### src/hdl/pcg_pkg.sv
// Constants, register map and unit layout of the peripheral clock gating block
// ----------------------------------------------------------------------------
// Function
// - Each gating bit drives exactly one unit's clock enable; one runs, zero stops.
// - Access to a unit whose clock is gated off ends in a bus fault.
// - All gating bits reset to zero unless stated otherwise, so units start unclocked.
// - Three gating registers exist: run, sleep and deep sleep.
// - With automatic gating selected, sleep modes apply their own gating registers.
// - Run register bit 17 enables general timer one, read-write, resets zero.
// - Run register bit 16 enables general timer zero, read-write, resets zero.
// - Run register bit 12 enables the I2C unit, read-write, resets zero.
// - Run register bit 8 enables the quadrature encoder unit, read-write, resets zero.
// - Run register bit 0 enables the serial port unit, read-write, resets zero.
// - Reserved run register bits are read-only zero; software preserves them.
// - Run register decodes at offset 0x104 from the system control base.
// - Sleep register at 0x114 gates two comparators and four timers; rest read-only.
// - The hibernation unit's gating bit resets to one, so it runs out of reset.
// ----------------------------------------------------------------------------
package pcg_pkg;

    // ------------------------------------------------------------------------
    // Register bus
    // ------------------------------------------------------------------------
    localparam int PCG_AW = 12;
    localparam int PCG_DW = 32;
    localparam logic [31:0] PCG_SYSCTL_BASE = 32'h400f_e000;
    localparam logic [PCG_AW-1:0] PCG_OFF_RUN = 12'h104;
    localparam logic [PCG_AW-1:0] PCG_OFF_SLEEP = 12'h114;
    localparam logic [PCG_AW-1:0] PCG_OFF_DEEP = 12'h124;
    localparam logic [PCG_AW-1:0] PCG_OFF_CFG = 12'h130;
    localparam logic [PCG_AW-1:0] PCG_OFF_STAT = 12'h140;
    localparam logic [PCG_AW-1:0] PCG_OFF_MASK = 12'h144;
    localparam logic [PCG_AW-1:0] PCG_OFF_FUNIT = 12'h148;
    localparam logic [PCG_AW-1:0] PCG_OFF_APPLIED = 12'h14c;

    // ------------------------------------------------------------------------
    // Writable masks and reset values
    // ------------------------------------------------------------------------
    localparam logic [PCG_DW-1:0] PCG_RUN_WMASK = 32'h0003_1101;
    localparam logic [PCG_DW-1:0] PCG_SLP_WMASK = 32'h0300_000f;
    localparam logic [PCG_DW-1:0] PCG_GATE_RST = 32'h0000_0000;
    localparam int PCG_CFG_AUTO_BIT = 0;
    localparam int PCG_CFG_HIB_BIT = 6;
    localparam logic [PCG_DW-1:0] PCG_CFG_WMASK = 32'h0000_0041;
    localparam logic [PCG_DW-1:0] PCG_CFG_RST = 32'h0000_0040;
    localparam int PCG_STAT_FAULT_BIT = 0;
    localparam int PCG_NEVENTS = 1;

    // ------------------------------------------------------------------------
    // Units: 0 serial, 1 quad encoder, 2 i2c, 3..6 timers 0..3, 7..8 comparators,
    // 9 hibernation
    // ------------------------------------------------------------------------
    localparam int PCG_UNITS = 10;
    localparam int PCG_UW = 4;
    localparam int PCG_HIB_UNIT = 9;
    localparam int PCG_RUN_POS [PCG_UNITS] = '{0, 8, 12, 16, 17, 0, 0, 0, 0, 0};
    localparam bit PCG_RUN_HAS [PCG_UNITS] = '{1, 1, 1, 1, 1, 0, 0, 0, 0, 0};
    localparam int PCG_SLP_POS [PCG_UNITS] = '{0, 0, 0, 0, 1, 2, 3, 24, 25, 0};
    localparam bit PCG_SLP_HAS [PCG_UNITS] = '{0, 0, 0, 1, 1, 1, 1, 1, 1, 0};

    typedef enum logic [1:0] {
        PCG_MODE_RUN,
        PCG_MODE_SLEEP,
        PCG_MODE_DEEP
    } pcg_mode_t;

endpackage

### src/hdl/pcg_gate.sv
// Peripheral clock gating control with register slave, fault check and interrupt
//
// Chosen here: the address-and-strobe port.
`timescale 1ns/1ps
module pcg_gate
    import pcg_pkg::*;
#(
    parameter int UNITS = PCG_UNITS
) (
    input wire logic clk,
    input wire logic rst,
    // Register port
    input wire logic [PCG_AW-1:0] regAddr,
    input wire logic [PCG_DW-1:0] regWrData,
    input wire logic regWr,
    input wire logic regRd,
    output logic [PCG_DW-1:0] regRdData,
    // Power mode from the power controller, same clock
    input wire logic sleepMode,
    input wire logic deepSleepMode,
    // Peripheral access check
    input wire logic perReq,
    input wire logic [PCG_UW-1:0] perUnit,
    output logic perDone,
    output logic perFault,
    // Unit clock enables, fed to the clock gate cells
    output logic [UNITS-1:0] unitClkEn,
    output logic irq
);

    // ------------------------------------------------------------------------
    // Registers
    // ------------------------------------------------------------------------
    logic [PCG_DW-1:0] runGateReg_q;
    logic [PCG_DW-1:0] sleepGateReg_q;
    logic [PCG_DW-1:0] deepSleepGateReg_q;
    logic [PCG_DW-1:0] runClockConfig_q;
    logic [PCG_NEVENTS-1:0] intStat_q;
    logic [PCG_NEVENTS-1:0] intMask_q;
    logic [PCG_UW-1:0] faultUnit_q;
    logic [PCG_DW-1:0] rdData_q;
    logic [UNITS-1:0] unitClkEn_q;
    logic [UNITS-1:0] unitClkEn_d;
    logic perDone_q;
    logic perFault_q;
    logic faultEvent;
    pcg_mode_t mode;

    logic autoGateSelect;
    logic wrRun;
    logic wrSleep;
    logic wrDeep;
    logic wrCfg;
    logic wrStat;
    logic wrMask;

    assign autoGateSelect = runClockConfig_q[PCG_CFG_AUTO_BIT];
    assign wrRun = regWr && (regAddr == PCG_OFF_RUN);
    assign wrSleep = regWr && (regAddr == PCG_OFF_SLEEP);
    assign wrDeep = regWr && (regAddr == PCG_OFF_DEEP);
    assign wrCfg = regWr && (regAddr == PCG_OFF_CFG);
    assign wrStat = regWr && (regAddr == PCG_OFF_STAT);
    assign wrMask = regWr && (regAddr == PCG_OFF_MASK);

    // ------------------------------------------------------------------------
    // Gating registers
    // ------------------------------------------------------------------------
    // Reserved bits never store, so they read zero whatever software writes
    always_ff @(posedge clk or posedge rst) begin
        if (rst) begin
            runGateReg_q <= PCG_GATE_RST;
        end else if (wrRun) begin
            runGateReg_q <= regWrData & PCG_RUN_WMASK;
        end
    end

    always_ff @(posedge clk or posedge rst) begin
        if (rst) begin
            sleepGateReg_q <= PCG_GATE_RST;
        end else if (wrSleep) begin
            sleepGateReg_q <= regWrData & PCG_SLP_WMASK;
        end
    end

    // Deep-sleep register shares the sleep layout
    always_ff @(posedge clk or posedge rst) begin
        if (rst) begin
            deepSleepGateReg_q <= PCG_GATE_RST;
        end else if (wrDeep) begin
            deepSleepGateReg_q <= regWrData & PCG_SLP_WMASK;
        end
    end

    // Hibernation gate lives here and comes up set
    always_ff @(posedge clk or posedge rst) begin
        if (rst) begin
            runClockConfig_q <= PCG_CFG_RST;
        end else if (wrCfg) begin
            runClockConfig_q <= regWrData & PCG_CFG_WMASK;
        end
    end

    // ------------------------------------------------------------------------
    // Mode selection
    // ------------------------------------------------------------------------
    // Deep sleep outranks sleep if the power controller raises both
    always_comb begin
        if (!autoGateSelect) begin
            mode = PCG_MODE_RUN;
        end else if (deepSleepMode) begin
            mode = PCG_MODE_DEEP;
        end else if (sleepMode) begin
            mode = PCG_MODE_SLEEP;
        end else begin
            mode = PCG_MODE_RUN;
        end
    end

    // ------------------------------------------------------------------------
    // Per-unit enable selection
    // ------------------------------------------------------------------------
    for (genvar u = 0; u < UNITS; u++) begin : g_unit
        logic runBit;
        logic slpBit;
        logic deepBit;
        if (u == PCG_HIB_UNIT) begin : g_hib
            assign runBit = runClockConfig_q[PCG_CFG_HIB_BIT];
            assign slpBit = runClockConfig_q[PCG_CFG_HIB_BIT];
            assign deepBit = runClockConfig_q[PCG_CFG_HIB_BIT];
        end else begin : g_std
            // Units absent from a register stay unclocked in that mode
            assign runBit = PCG_RUN_HAS[u] && runGateReg_q[PCG_RUN_POS[u]];
            assign slpBit = PCG_SLP_HAS[u] && sleepGateReg_q[PCG_SLP_POS[u]];
            assign deepBit = PCG_SLP_HAS[u] && deepSleepGateReg_q[PCG_SLP_POS[u]];
        end
        always_comb begin
            case (mode)
                PCG_MODE_RUN: unitClkEn_d[u] = runBit;
                PCG_MODE_SLEEP: unitClkEn_d[u] = slpBit;
                PCG_MODE_DEEP: unitClkEn_d[u] = deepBit;
                default: unitClkEn_d[u] = runBit;
            endcase
        end
    end

    // Registered so the gate cells see a clean, clock-aligned level
    always_ff @(posedge clk or posedge rst) begin
        if (rst) begin
            unitClkEn_q <= '0;
        end else begin
            unitClkEn_q <= unitClkEn_d;
        end
    end

    assign unitClkEn = unitClkEn_q;

    // ------------------------------------------------------------------------
    // Access check
    // ------------------------------------------------------------------------
    logic unitKnown;
    logic unitOn;
    assign unitKnown = (32'(perUnit) < UNITS);
    assign unitOn = unitKnown && unitClkEn_q[perUnit];
    // Software must enable a unit before use; anything else faults
    assign faultEvent = perReq && !unitOn;

    always_ff @(posedge clk or posedge rst) begin
        if (rst) begin
            perDone_q <= 1'b0;
            perFault_q <= 1'b0;
        end else begin
            perDone_q <= perReq && unitOn;
            perFault_q <= faultEvent;
        end
    end

    assign perDone = perDone_q;
    assign perFault = perFault_q;

    always_ff @(posedge clk or posedge rst) begin
        if (rst) begin
            faultUnit_q <= '0;
        end else if (faultEvent) begin
            faultUnit_q <= perUnit;
        end
    end

    // ------------------------------------------------------------------------
    // Interrupt
    // ------------------------------------------------------------------------
    // A fault in the same cycle as its clear keeps the bit set
    always_ff @(posedge clk or posedge rst) begin
        if (rst) begin
            intStat_q <= '0;
        end else begin
            intStat_q[PCG_STAT_FAULT_BIT] <= faultEvent ||
                (intStat_q[PCG_STAT_FAULT_BIT] &&
                 !(wrStat && regWrData[PCG_STAT_FAULT_BIT]));
        end
    end

    always_ff @(posedge clk or posedge rst) begin
        if (rst) begin
            intMask_q <= '0;
        end else if (wrMask) begin
            intMask_q <= regWrData[PCG_NEVENTS-1:0];
        end
    end

    assign irq = |(intStat_q & intMask_q);

    // ------------------------------------------------------------------------
    // Read path
    // ------------------------------------------------------------------------
    logic [PCG_DW-1:0] rdMux;
    always_comb begin
        rdMux = '0;
        case (regAddr)
            PCG_OFF_RUN: rdMux = runGateReg_q;
            PCG_OFF_SLEEP: rdMux = sleepGateReg_q;
            PCG_OFF_DEEP: rdMux = deepSleepGateReg_q;
            PCG_OFF_CFG: rdMux = runClockConfig_q;
            PCG_OFF_STAT: rdMux[PCG_NEVENTS-1:0] = intStat_q;
            PCG_OFF_MASK: rdMux[PCG_NEVENTS-1:0] = intMask_q;
            PCG_OFF_FUNIT: rdMux[PCG_UW-1:0] = faultUnit_q;
            PCG_OFF_APPLIED: rdMux[UNITS-1:0] = unitClkEn_q;
            default: rdMux = '0;
        endcase
    end

    // Data stand only in the cycle after the read strobe
    always_ff @(posedge clk or posedge rst) begin
        if (rst) begin
            rdData_q <= '0;
        end else if (regRd) begin
            rdData_q <= rdMux;
        end else begin
            rdData_q <= '0;
        end
    end

    assign regRdData = rdData_q;

endmodule

### config.mk
export PLATFORM = sky130hd
export DESIGN_NAME = pcg_gate
export DESIGN_NICKNAME = d
export VERILOG_FILES = /design/src/hdl/pcg_pkg.sv /design/src/hdl/pcg_gate.sv
export SDC_FILE = /design/constraint.sdc
export NUM_CORES = 1
export LEC_CHECK = 0
export BUFFER_PORTS_ARGS = -buffer_cell sky130_fd_sc_hd__buf_4
export CAP_MARGIN = 20
export CELL_PAD_IN_SITES_DETAIL_PLACEMENT = 1
export CELL_PAD_IN_SITES_GLOBAL_PLACEMENT = 2
export CORE_ASPECT_RATIO = 1.75
export CORE_MARGIN = 4
export CORE_UTILIZATION = 30
export DETAILED_ROUTE_END_ITERATION = 8
export GPL_TIMING_DRIVEN = 0
export PLACE_DENSITY = 0.77
export SYNTH_ARGS = -nofsm -noshare
export SYNTH_HDL_FRONTEND = slang
export SYNTH_SLANG_ARGS = --single-unit
### constraint.sdc
create_clock -name clk -period 2.85 [get_ports clk]
set_clock_uncertainty 0.2 [all_clocks]
set_input_delay 0.285 -clock clk [delete_from_list [all_inputs] [get_ports clk]]
set_output_delay 0.285 -clock clk [all_outputs]
set_load 0.005 [all_outputs]
Word-level counts from Yosys, hierarchy flattened. Cells that the tools add are included.

Register bits: 69. Latch bits: 0. RAM bits: 0. Bits in read-only memories: 0. Bits of input ports: 55. Output and inout port bits: 45. Word-level logic and storage cells: 58. Memories kept: 0.

Add/sub/neg operators: 0. $mul: 0. Divide/modulo/power cells: 0. Magnitude comparators: 2. Eq/ne operators: 10. Shift operators: 0. Muxes and demuxes: 19. Bitwise operators: 1. Reduce and logical (&&, ||, !) cells: 15.

Operators with widths (count): 12-bit by 9-bit == test with 1-bit output (second input constant) (8); 16-bit case mux with 3 select lines (1); 32-bit two-way mux (1); 6-bit case mux with 3 select lines (1); 1-bit case mux with 2 select lines (6); 3-bit case mux with 4 select lines (1); 1-bit logical AND (11); 1-bit case mux with 8 select lines (1); 4-bit by 5-bit less-than comparator with 1-bit output (second input constant) (1); 1-bit two-way mux (5); 1-bit binary-select mux with 4-bit select (1); 4-bit less-than comparator (second input constant) (1); 2-bit two-way mux (2); 2-bit by 1-bit == test with 1-bit output (second input constant) (1); 2-bit == test (second input constant) (1); 1-bit logical NOT (2); 2-bit OR reduction (1); 1-bit AND (1); 1-bit logical OR (1).

Longest topological paths before layout. Gate-level depths: netlist of run 1.

Depth after elaboration: 6. Depth in mapped cells: 6. Depth with buffers taken out: 6.

Worst setup path after synthesis of run 1. Ideal clock, no wire load.

Path type: in2reg. Start point: input perUnit[1]. End point: register faultUnit_q[2]. Library setup time: 0.124 ns. Arrival: 1.725 ns. Required time: 2.526 ns. Path slack: 0.801 ns. Cell stages on the path: 5. Path buffers: 1. Cells stage by stage: buf_2 -> mux2_1 -> a222oi_1 -> a21oi_2 -> a211o_1.

Word-level cells in the longest chain between the ends: 5. Elaborated cells between the ends (all ways): 6. Classes of those cells: order compare (1); mux (2); reduce/logical (3).

RTL lines: start: declaration (line pcg_gate.sv:23) `input wire logic [PCG_UW-1:0] perUnit,`; 1-bit binary-select mux with 4-bit select (line pcg_gate.sv:163) `assign unitOn = unitKnown && unitClkEn_q[perUnit];`; 1-bit two-way mux (implied by the code) (line pcg_gate.sv:163); 1-bit logical AND * (line pcg_gate.sv:163); 1-bit logical NOT * (line pcg_gate.sv:165) `assign faultEvent = perReq && !unitOn;`; 1-bit logical AND * (line pcg_gate.sv:165); end signal: assignment (line pcg_gate.sv:184) `faultUnit_q <= perUnit;`; end: declaration (line pcg_gate.sv:40) `logic [PCG_UW-1:0] faultUnit_q;`.

Every way passes the cells marked *; elsewhere a longest branch is shown, timed or not. The select of a mux whose other input is x is not followed. A chain may end at the register's enable or synchronous reset.

Worst setup path in the final report of run 1.
Start point: input regAddr[7]. End point: register sleepGateReg_q[1].

Word-level cells in the longest chain between the ends: 2.

RTL lines: start: declaration (line pcg_gate.sv:13) `input wire logic [PCG_AW-1:0] regAddr,`; 12-bit by 9-bit == test with 1-bit output (line pcg_gate.sv:59) `assign wrSleep = regWr && (regAddr == PCG_OFF_SLEEP);`; 1-bit logical AND (line pcg_gate.sv:59); end signal: assignment (line pcg_gate.sv:81) `sleepGateReg_q <= regWrData & PCG_SLP_WMASK;`; end: declaration (line pcg_gate.sv:35) `logic [PCG_DW-1:0] sleepGateReg_q;`.

Every way passes these cells.

==> key figures, run 1 <==
Timing
  – Max Clk Rate: 400 MHz
  – Setup repair after global routing missed its margin: false
  – Post-route clock period utilization: 0.876
  – Final Max Tran Viols: 0
  – Finish-stage setup viols: 0
  – Slew headroom: 0.460
  – Tightest Pin Transition: 0.810 ns
  – Final worst-path setup slack: 0.353 ns
  – Minimum clock period after layout: 2.50 ns
  – Total negative setup slack: 0 ns
  – Hold violation count in the final report: 0

Drt
  – Number of design-rule violations left by the first detailed-router iteration: 85
  – DRT Wirelength: 6970 um
  – Number of iterations in the first detailed-routing pass: 4
  – Vias post-DR: slightly below 2,000
  – Total DRC errors in the routed layout: 0
  – Post-DR vias/cell: 4.66
  – Number of routed nets with antenna violations: 0
  – WL/cell: 16.4 um

Synthesis
  – Predominant post-synthesis flop cell: sky130_fd_sc_hd__dfrtp_1
  – Share of synthesized flip-flops with an asynchronous set or reset: 1.00
  – Count of mapped cells out of synthesis: 228
  – Proportion of netlist area held by the largest area contributor: 0.495
  – Number of enable-type register cells in the synthesized netlist: 0
  – Synthesized cell area: 2580 sq um
  – Post-Synthesis Mean Instance Area: 11.3 sq um
  – Number of flip-flops and latches in the synthesized netlist: 52
  – Count of yosys warnings during synthesis: 0
  – Cell type with the highest aggregate area in the netlist: sky130_fd_sc_hd__dfrtp_1
  – Main area contributors after synthesis: sky130_fd_sc_hd__dfrtp_1 50%, sky130_fd_sc_hd__mux2_2 8.7%, sky130_fd_sc_hd__buf_4 5.0%, sky130_fd_sc_hd__and2_1 3.9%, sky130_fd_sc_hd__a22oi_1 3.5%
  – Synth unique cells: 47
  – Fraction of the yosys area taken by sequential cells: 0.506

Global route
  – Most utilized layer in the global route result: met2
  – GRT met3 Usage: 0.0247
  – Wire length of the first global-routing pass: 11,200 um
  – Total grt overflow: 0
  – Largest net degree at the start of global routing: 41
  – Total routing usage reported by global routing: 0.145
  – Global-route met1 utilization: 0.155
  – Number of global-route vias before repair: 2,131
  – Number of antenna violations at the first check in global routing: 0
  – Fraction of met2 tracks used by global routing: 0.276

Floorplan
  – Die Ht: 131 um
  – Die span in x: 78.1 um
  – Row cnt: 44
  – Area enclosed by the die boundary: 10,200 sq um
  – Core Footprint: 8310 sq um
  – Effective utilization at floorplan: 0.310
  – I/O pins: 100

Cells and area
  – Area of the multi-input gates: 1120 sq um
  – Number of inserted filler cells in the final layout: 973
  – Post-route cell area: 3390 sq um
  – Most common cell after layout, fill and taps aside: sky130_fd_sc_hd__buf_4
  – Number of nets in the layout: 367
  – Commonest cells after routing, fill and taps aside: 73 x sky130_fd_sc_hd__buf_4, 51 x sky130_fd_sc_hd__dfrtp_1, 20 x sky130_fd_sc_hd__mux2_2, 17 x sky130_fd_sc_hd__conb_1, 16 x sky130_fd_sc_hd__and2_1
  – Count of antenna diodes in the layout: 0
  – Area taken by flip-flops and latches: 1300 sq um
  – Growth of design area from synthesis to finish: 31.7%
  – Fraction of final layout cells sized beyond drive strength 1: 0.373

Clocking
  – Clock tree from TritonCTS: yes
  – Root buf cell: sky130_fd_sc_hd__clkbuf_16
  – Clk_lat worst skew: 0.30 ns
  – Max Buffers Root-to-Sink: 2
  – Number of post-CTS setup repair buffers: 0
  – Clk sinks: 52
  – Clock Pin Slew Worst Setup and Hold Paths: roughly 0.07 ns
  – Number of CTS-inserted buffers: 5
  – H-tree depth reported by CTS: 2

Power
  – Power density cells: 452 nW/um^2
  – Max rail drop VDD: 225 uV
  – Leak: 0.00169 uW

Job
  – Max cap viols: 0

Worst hold path
  – HP Class: in2reg

Placement
  – Worst slack at placement: slightly below 0.5 ns
  – HPWL reported at the end of detailed placement: roughly 5600 um
  – Port Buf Inserts: 56
  – Final RePlAce weighted congestion: 0.785
  – Placed Area: 3220 sq um

Worst setup path
  – Critical path class: in2reg
  – Endpoint class of the critical path: flop
  – Critical path fanouts, max: 6
  – Required @ worst endpoint: 2.84 ns
  – Data arrival at the endpoint of the critical path: 2.48 ns
  – Crit path launch type: input pin

Outcome
  – Result of the run: finished clean
per-layer routing:
| metal | vias to the layer above | part of all wire |
|---|---|---|
| li1 | 950 | - |
| met1 | 988 | 0.35 |
| met2 | 43 | 0.59 |
| met3 | 6 | 0.038 |
| met4 | 0 | 0.018 |
| met5 | - | 0 |
cells by family (layout without fill, tap and decap cells):
group,Yosys count,after routing,synth area share
AO/OA/AOI/OAI,38,38,0.113
adder cells (fa/ha/maj),2,2,0.00971
buffers and inverters,35,102,0.0811
flip-flops,52,52,0.506
multiplexers,31,31,0.140
other,1,17,0.00146
AND/OR/NAND/NOR,69,69,0.149
cell type report:
| type | count | area share |
|---|---|---|
| clock inverters | 3 | 0.00811 |
| multi-input cells | 157 | 0.331 |
| plain buffers | 26 | 0.0516 |
| repair buffers | 59 | 0.136 |
| well taps | 115 | 0.0424 |
| clock buffers | 5 | 0.0369 |
| inverters | 9 | 0.00996 |
| flip-flops and latches | 52 | 0.384 |
registers in the layout, summed over array words and instances (netlist names):
name,cells
regRdData,15
unitClkEn,10
deepSleepGateReg_q,6
sleepGateReg_q,6
runGateReg_q,5
faultUnit_q,4
runClockConfig_q,2
intMask_q,1
intStat_q,1
perDone,1
perFault,1
power by group:
group / internal, uW / total, uW / switching (uW)
Clock: 333 / 624 / 290
Combinational: 76.3 / 155 / 78.4
Sequential: 748 / 756 / 8.02
synthesized netlist by cell type (all sizes together), types with 2 or more instances:
cell type / number
nand2: 9
nand4: 5
and2: 16
ha: 2
clkbuf: 2
o21ai: 5
buf: 24
a22o: 2
and3: 7
a22oi: 12
nor4b: 3
o311a: 2
dfrtp: 51
nor2b: 5
mux2: 24
mux2i: 6
nand3: 5
o311ai: 2
o22ai: 3
a21oi: 2
nor2: 14
inv: 9
per-stage QoR:
| step | hold slack (ns) | util | total power (uW) | std cells |
|---|---|---|---|---|
| 2_1_floorplan | 0.168 | - | 855 | 244 |
| 3_3_place_gp | 0.198 | 0.385 | 917 | 415 |
| 3_5_place_dp | 0.0774 | 0.387 | 923 | 416 |
| 4_1_cts | 0.00949 | 0.408 | 1560 | 426 |
| 5_1_grt | 0.00837 | 0.408 | 1610 | 426 |
| 6_report | 0.0157 | 0.408 | 1530 | 426 |
timing repair:
item,CTS,global route
endpoints found under the setup margin,0,0
hold endpoints to repair,13,0
hold buffers,2,0
resized for setup,0,0
path summary, 6_finish.rpt:
kind | start | end | slack (ns) | cells past startpoint
max | regAddr[7] | sleepGateReg_q[1] | 0.35 | 7
min | regWrData[17] | runGateReg_q[17] | 0.02 | 2
max reg2reg | unitClkEn[7] | faultUnit_q[2] | 0.58 | 4
min reg2reg | runClockConfig_q[6] | unitClkEn[9] | 0.22 | 0
max in group asynchronous | rst | runClockConfig_q[6] | 1.58 | 4
min in group asynchronous | rst | sleepGateReg_q[25] | 0.30 | 3
worst max-delay path: stages:
cell	delay (ns)
sky130_fd_sc_hd__dlygate4sd3_1	0.54
sky130_fd_sc_hd__buf_4	0.15
sky130_fd_sc_hd__nor4b_1	0.45
sky130_fd_sc_hd__and3_1	0.32
sky130_fd_sc_hd__and3_1	0.18
sky130_fd_sc_hd__buf_2	0.20
sky130_fd_sc_hd__mux2_2	0.35
No activity file was read; power rests on OpenSTA's default activity.
==> run 2: changes to the inputs <==
- PLACE_DENSITY: 0.77 -> default
- PLACE_DENSITY_LB_ADDON: default -> 0.1
==> key figures, run 2 (synthesized netlist as in run 1, its figures left out) <==
Power
  – Combinational Power Share: 0.102 (was 0.101)
  – Switching power total: 340 uW (was 377 uW)
  – Share of total power consumed by net switching: 0.225 (was 0.245)
  – Internal power consumption: 1180 uW (was 1160 uW)
  – Share of total power in the clock network: 0.399 (was 0.406)
  – Max rail drop VDD: 249 uV (was 225 uV)
  – Portion of total power attributed to sequential cells: 0.499 (was 0.493)
  – Leak: 0.00169 uW (about the same)
  – Power density cells: 448 nW/um^2 (was 452 nW/um^2)

Clocking
  – Clock Pin Slew Worst Setup and Hold Paths: 0.06 ns (was 0.07 ns)
  – Clk_lat worst skew: 0.29 ns (was 0.30 ns)
  – H-tree depth reported by CTS: 2 (unchanged)
  – Count of hold buffers inserted by post-cts repair: 2 (unchanged)
  – Max Buffers Root-to-Sink: 2 (unchanged)
  – Root buf cell: sky130_fd_sc_hd__clkbuf_16 (unchanged)
  – Number of post-CTS setup repair buffers: 0 (unchanged)
  – Number of CTS-inserted buffers: 5 (unchanged)
  – Clk sinks: 52 (unchanged)
  – Clock tree from TritonCTS: yes (unchanged)
  – Quantity of gates resized following cts: 0 (unchanged)

Placement
  – Port Buf Inserts: 56 (unchanged)
  – HPWL reported at the end of detailed placement: 5710 um (was 5630 um)
  – Placed Area: 3220 sq um (unchanged)
  – Final RePlAce weighted congestion: 0.817 (was 0.785)

Global route
  – Total grt overflow: 0 (unchanged)
  – Total routing usage reported by global routing: 0.150 (was 0.145)
  – Number of global-route vias before repair: 2,196 (was 2,131)
  – Largest net degree at the start of global routing: 44 (was 41)
  – Wire length of the first global-routing pass: 11,600 um (was 11,200 um)
  – Number of antenna violations at the first check in global routing: 0 (unchanged)

Outcome
  – Result of the run: finished clean (unchanged)

Timing
  – Total negative setup slack: 0 ns (unchanged)
  – Minimum clock period after layout: 2.51 ns (was 2.50 ns)
  – Finish-stage setup viols: 0 (unchanged)
  – Final Max Tran Viols: 0 (unchanged)
  – Tightest Pin Transition: 0.987 ns (was 0.810 ns)
  – Worst hold slack: 0.0262 ns (was 0.0157 ns)
  – Post-route clock period utilization: 0.882 (was 0.876)
  – Slew headroom: 0.342 (was 0.460)
  – Setup repair after global routing missed its margin: false (unchanged)
  – Hold violation count in the final report: 0 (unchanged)
  – Max Clk Rate: 398 MHz (was 400 MHz)

Drt
  – WL/cell: 16.9 um (was 16.4 um)
  – DRT Wirelength: 7190 um (was 6970 um)
  – Total DRC errors in the routed layout: 0 (unchanged)
  – Number of iterations in the first detailed-routing pass: 4 (unchanged)
  – Post-DR vias/cell: 4.70 (was 4.66)
  – Number of design-rule violations left by the first detailed-router iteration: 83 (was 85)
  – Number of routed nets with antenna violations: 0 (unchanged)
  – Vias post-DR: 2,004 (was 1,987)

Worst setup path
  – Top Family by Delay on Critical Path: simple AND/OR/NAND/NOR gates (unchanged)
  – Critical path class: in2reg (unchanged)
  – Endpoint class of the critical path: flop (unchanged)
  – Worst path slowest cell: sky130_fd_sc_hd__dlygate4sd3_1 (unchanged)
  – Longest individual stage delay on the worst path: 0.53 ns (was 0.54 ns)
  – Crit path launch type: input pin (unchanged)
  – Critical path fanouts, max: 6 (unchanged)
  – Data arrival at the endpoint of the critical path: 2.49 ns (was 2.48 ns)
  – Combined buffer and inverter count along the critical path: 3 (unchanged)
  – Required @ worst endpoint: 2.82 ns (was 2.84 ns)
  – Critical-path cell list: dlygate4sd3_1 -> buf_4 -> nor4b_1 -> and3_1 -> and3_1 -> buf_2 -> mux2_2 (unchanged)
  – Dominant cell type by count on the critical path: sky130_fd_sc_hd__and3_1 (unchanged)

Cells and area
  – Count of antenna diodes in the layout: 0 (unchanged)
  – Most common cell after layout, fill and taps aside: sky130_fd_sc_hd__buf_4 (unchanged)
  – Fraction of final layout cells sized beyond drive strength 1: 0.367 (was 0.373)
  – Growth of design area from synthesis to finish: 31.5% (was 31.7%)
  – Number of flip-flops under the largest register name: 15 (unchanged)
  – Fin util: 0.407 (was 0.408)
  – Post-route cell area: 3390 sq um (about the same)
  – Number of nets in the layout: 367 (unchanged)
  – Commonest cells after routing, fill and taps aside: 73 x sky130_fd_sc_hd__buf_4, 51 x sky130_fd_sc_hd__dfrtp_1, 20 x sky130_fd_sc_hd__mux2_2, 17 x sky130_fd_sc_hd__conb_1, 16 x sky130_fd_sc_hd__and2_1 (unchanged)

Floorplan
  – Effective utilization at floorplan: 0.310 (unchanged)
  – Row cnt: 44 (unchanged)
  – Die Ht: 131 um (unchanged)
  – Die span in x: 78.1 um (unchanged)
  – I/O pins: 100 (unchanged)
  – Area enclosed by the die boundary: 10,200 sq um (unchanged)
  – Core Footprint: 8310 sq um (unchanged)

Worst hold path
  – HP Class: in2reg (unchanged)

Job
  – Max cap viols: 0 (unchanged)
[run 2: cell count changes in the layout (fill, tap and decap cells not counted)]
| cell | previous run | this run |
|---|---|---|
| sky130_fd_sc_hd__clkbuf_1 | 2 | 4 |
| sky130_fd_sc_hd__clkbuf_8 | 0 | 1 |
| sky130_fd_sc_hd__clkinv_4 | 1 | 0 |
| sky130_fd_sc_hd__clkinvlp_4 | 1 | 0 |
| sky130_fd_sc_hd__inv_8 | 1 | 0 |
[run 2: final timing paths]
check / end / startpoint / slack [ns] / cells past startpoint
max: deepSleepGateReg_q[0] / regAddr[7] / 0.34 / 7
min: runGateReg_q[17] / regWrData[17] / 0.03 / 2
max reg2reg: faultUnit_q[2] / unitClkEn[3] / 0.40 / 4
min reg2reg: unitClkEn[9] / runClockConfig_q[6] / 0.22 / 0
max in group asynchronous: runClockConfig_q[6] / rst / 1.61 / 4
min in group asynchronous: regRdData[25] / rst / 0.28 / 3
[run 2: routing by layer]
metal | share of wire | track usage | vias up
li1 | - | - | 947
met1 | 0.36 | 0.162 | 997
met2 | 0.57 | 0.281 | 49
met3 | 0.047 | 0.0309 | 11
met4 | 0.022 | 0.0608 | 0
met5 | 0 | 0 | -
[run 2: power by group through the flow]
stage               registers, uW  logic [uW]  clock network (uW)
finish                        757         155                 604
global route                  758         175                 651
floorplan                     768        86.8                   0
global placement              770         149                   0
detailed placement            771         154                   0
CTS                           757         157                 635
[run 2: per-stage QoR]
stage / setup slack [ns] / std cells / power [uW]
after floorplan: 0.801 / 244 / 855
after global placement: 0.322 / 415 / 919
after detailed placement: 0.324 / 416 / 925
after CTS: 0.339 / 426 / 1550
after global routing: 0.207 / 426 / 1580
final: 0.335 / 426 / 1520
[run 2: area by class of cell]
class	instances	area (sq um)
fillers	957	4930
repair buffers	59	460
clock buffers	8	146
flip-flops and latches	52	1300
inverters	9	33.8
multi-input cells	157	1120
well taps	115	144
plain buffers	26	175
[run 2: worst register-to-register path, cell delays in order, from the launching register on]
cell                       delay (ns)
sky130_fd_sc_hd__dfrtp_1         0.43
sky130_fd_sc_hd__mux2_4          0.28
sky130_fd_sc_hd__a222oi_1        0.86
sky130_fd_sc_hd__a21oi_2         0.23
sky130_fd_sc_hd__a211o_1         0.34
==> run 3: changes to the inputs <==
- CTS_BUF_LIST: default -> sky130_fd_sc_hd__clkbuf_16
==> key figures, run 3 (synthesized netlist as in run 1, its figures left out) <==
Worst setup path
  – Critical path class: in2reg (unchanged)
  – Required @ worst endpoint: 2.82 ns (about the same)
  – Worst path slowest cell: sky130_fd_sc_hd__dlygate4sd3_1 (unchanged)
  – Top Family by Delay on Critical Path: simple AND/OR/NAND/NOR gates (unchanged)
  – Endpoint class of the critical path: flop (unchanged)
  – Data arrival at the endpoint of the critical path: 2.47 ns (was 2.49 ns)
  – Crit path launch type: input pin (unchanged)
  – Reg-to-reg critical path startpoint: unitClkEn[3] (unchanged)
  – Worst r2r path cells: 4 (unchanged)
  – Critical register-to-register path endpoint: faultUnit_q[2] (unchanged)
  – Dominant cell type by count on the critical path: sky130_fd_sc_hd__and3_1 (unchanged)
  – R2R Setup Slk: 0.40 ns (about the same)
  – Longest individual stage delay on the worst path: 0.53 ns (about the same)
  – Combined buffer and inverter count along the critical path: 3 (unchanged)
  – Critical path fanouts, max: 6 (unchanged)
  – Critical-path cell list: dlygate4sd3_1 -> buf_4 -> nor4b_1 -> and3_1 -> and3_1 -> buf_2 -> mux2_2 (unchanged)

Timing
  – Minimum clock period after layout: 2.50 ns (was 2.51 ns)
  – Setup repair after global routing missed its margin: false (unchanged)
  – Hold violation count in the final report: 0 (unchanged)
  – Final Max Tran Viols: 0 (unchanged)
  – Finish-stage setup viols: 0 (unchanged)
  – Slew headroom: 0.339 (was 0.342)
  – Tightest Pin Transition: 0.991 ns (was 0.987 ns)
  – Max Clk Rate: 400 MHz (was 398 MHz)
  – Total negative setup slack: 0 ns (unchanged)
  – Post-route clock period utilization: 0.878 (was 0.882)

Cells and area
  – Number of inserted filler cells in the final layout: 960 (was 957)
  – Most common cell after layout, fill and taps aside: sky130_fd_sc_hd__buf_4 (unchanged)
  – Post-route cell area: 3380 sq um (was 3390 sq um)
  – Commonest cells after routing, fill and taps aside: 73 x sky130_fd_sc_hd__buf_4, 51 x sky130_fd_sc_hd__dfrtp_1, 20 x sky130_fd_sc_hd__mux2_2, 17 x sky130_fd_sc_hd__conb_1, 16 x sky130_fd_sc_hd__and2_1 (unchanged)
  – Number of flip-flops under the largest register name: 15 (unchanged)
  – Count of antenna diodes in the layout: 0 (unchanged)
  – Growth of design area from synthesis to finish: 31.1% (was 31.5%)
  – Number of nets in the layout: 367 (unchanged)
  – Fraction of final layout cells sized beyond drive strength 1: 0.363 (was 0.367)
  – Final non-filler cell total: 426 (unchanged)

Outcome
  – Result of the run: finished clean (unchanged)

Placement
  – Placed Cells incl. Taps: 416 (unchanged)
  – Port Buf Inserts: 56 (unchanged)
  – Final RePlAce weighted congestion: 0.817 (unchanged)
  – Placed Area: 3220 sq um (unchanged)
  – HPWL reported at the end of detailed placement: 5710 um (unchanged)

Worst hold path
  – Hold endpoint: runGateReg_q[17] (unchanged)
  – HP Class: in2reg (unchanged)
  – Hold Path Cell Cnt: 2 (unchanged)
  – Hold path startpoint: regWrData[17] (unchanged)

Power
  – Internal power consumption: 1140 uW (was 1180 uW)
  – Power density cells: 440 nW/um^2 (was 448 nW/um^2)
  – Share of total power consumed by net switching: 0.231 (was 0.225)
  – Combinational Power Share: 0.104 (was 0.102)
  – Leak: 0.00169 uW (about the same)
  – Max rail drop VDD: 248 uV (was 249 uV)
  – Switching power total: 343 uW (was 340 uW)
  – Share of total power in the clock network: 0.386 (was 0.399)
  – Total power draw: 1480 uW (was 1520 uW)
  – Portion of total power attributed to sequential cells: 0.510 (was 0.499)

Floorplan
  – Die span in x: 78.1 um (unchanged)
  – Die Ht: 131 um (unchanged)
  – Area enclosed by the die boundary: 10,200 sq um (unchanged)
  – Core Footprint: 8310 sq um (unchanged)
  – Row cnt: 44 (unchanged)
  – I/O pins: 100 (unchanged)
  – Effective utilization at floorplan: 0.310 (unchanged)

Clocking
  – Clk sinks: 52 (unchanged)
  – Clk_lat worst skew: 0.29 ns (about the same)
  – Clock Pin Slew Worst Setup and Hold Paths: 0.06 ns (about the same)
  – Root buf cell: sky130_fd_sc_hd__clkbuf_16 (unchanged)
  – Clock tree from TritonCTS: yes (unchanged)
  – H-tree depth reported by CTS: 2 (unchanged)
  – Max Buffers Root-to-Sink: 2 (unchanged)
  – Quantity of gates resized following cts: 0 (unchanged)
  – Count of hold buffers inserted by post-cts repair: 2 (unchanged)
  – Number of CTS-inserted buffers: 5 (unchanged)
  – Number of post-CTS setup repair buffers: 0 (unchanged)

Global route
  – Fraction of met2 tracks used by global routing: 0.282 (was 0.281)
  – Wire length of the first global-routing pass: 11,600 um (about the same)
  – Total routing usage reported by global routing: 0.150 (about the same)
  – Most utilized layer in the global route result: met2 (unchanged)
  – Total grt overflow: 0 (unchanged)
  – Largest net degree at the start of global routing: 44 (unchanged)
  – Global-route met1 utilization: 0.162 (unchanged)
  – GRT met3 Usage: 0.0309 (unchanged)
  – Number of global-route vias before repair: 2,198 (was 2,196)
  – Number of antenna violations at the first check in global routing: 0 (unchanged)

Drt
  – Post-DR vias/cell: 4.70 (about the same)
  – Number of design-rule violations left by the first detailed-router iteration: 92 (was 83)
  – Number of iterations in the first detailed-routing pass: 4 (unchanged)
  – Total DRC errors in the routed layout: 0 (unchanged)
  – Number of routed nets with antenna violations: 0 (unchanged)
  – DRT Wirelength: 7180 um (was 7190 um)
  – WL/cell: 16.8 um (was 16.9 um)
  – Vias post-DR: 2,001 (was 2,004)

Job
  – Max cap viols: 0 (unchanged)
## run 3: changes by cell type in the layout (fill, tap and decap cells not counted)
cell,change
sky130_fd_sc_hd__clkbuf_8,-1
sky130_fd_sc_hd__clkinv_1,+1
sky130_fd_sc_hd__clkbuf_1,-2
sky130_fd_sc_hd__inv_1,+2
## run 3: final cells by class
| type | instances | area, sq um | share of cell area |
|---|---|---|---|
| flip-flops and latches | 52 | 1300 | 0.386 |
| multi-input cells | 157 | 1120 | 0.333 |
| repair buffers | 59 | 460 | 0.136 |
| plain buffers | 26 | 175 | 0.0519 |
| well taps | 115 | 144 | 0.0426 |
| clock buffers | 5 | 125 | 0.0371 |
| inverters | 9 | 33.8 | 0.0100 |
| clock inverters | 3 | 11.3 | 0.00333 |
## run 3: worst max path at each step
stage               startpoint  depth (start not counted)                     to  slack (ns)
floorplan           perUnit[1]                          5         faultUnit_q[2]        0.80
global placement    perUnit[1]                          5         faultUnit_q[2]        0.32
detailed placement  perUnit[1]                          5         faultUnit_q[2]        0.32
CTS                 regAddr[7]                          7  deepSleepGateReg_q[0]        0.34
global route        regAddr[7]                          7  deepSleepGateReg_q[3]        0.21
finish              regAddr[7]                          7  deepSleepGateReg_q[0]        0.35
## run 3: per-stage QoR
stage	hold WS (ns)	setup WS (ns)	utilization
floorplan	0.168	0.801	-
global placement	0.198	0.322	0.385
finish	0.0261	0.348	0.406
global route	0.0245	0.206	0.406
detailed placement	0.0411	0.324	0.387
CTS	0.0183	0.339	0.406
## run 3: power by group through the flow
stage	Sequential (uW)	Combinational [uW]	Clock, uW
floorplan	768	86.8	0
global route	758	175	617
global placement	770	149	0
detailed placement	771	154	0
finish	757	155	573
CTS	757	157	599
## run 3: worst reg2reg max path, cell delays in order (launching register included)
cell	delay, ns
sky130_fd_sc_hd__dfrtp_1	0.43
sky130_fd_sc_hd__mux2_4	0.28
sky130_fd_sc_hd__a222oi_1	0.87
sky130_fd_sc_hd__a21oi_2	0.23
sky130_fd_sc_hd__a211o_1	0.34
## run 3: layer usage
metal	share of wire	up-vias	routed length (um)
li1	-	945	-
met1	0.36	996	2610
met3	0.046	11	332
met4	0.024	0	169
met2	0.57	49	4060
met5	0	-	0
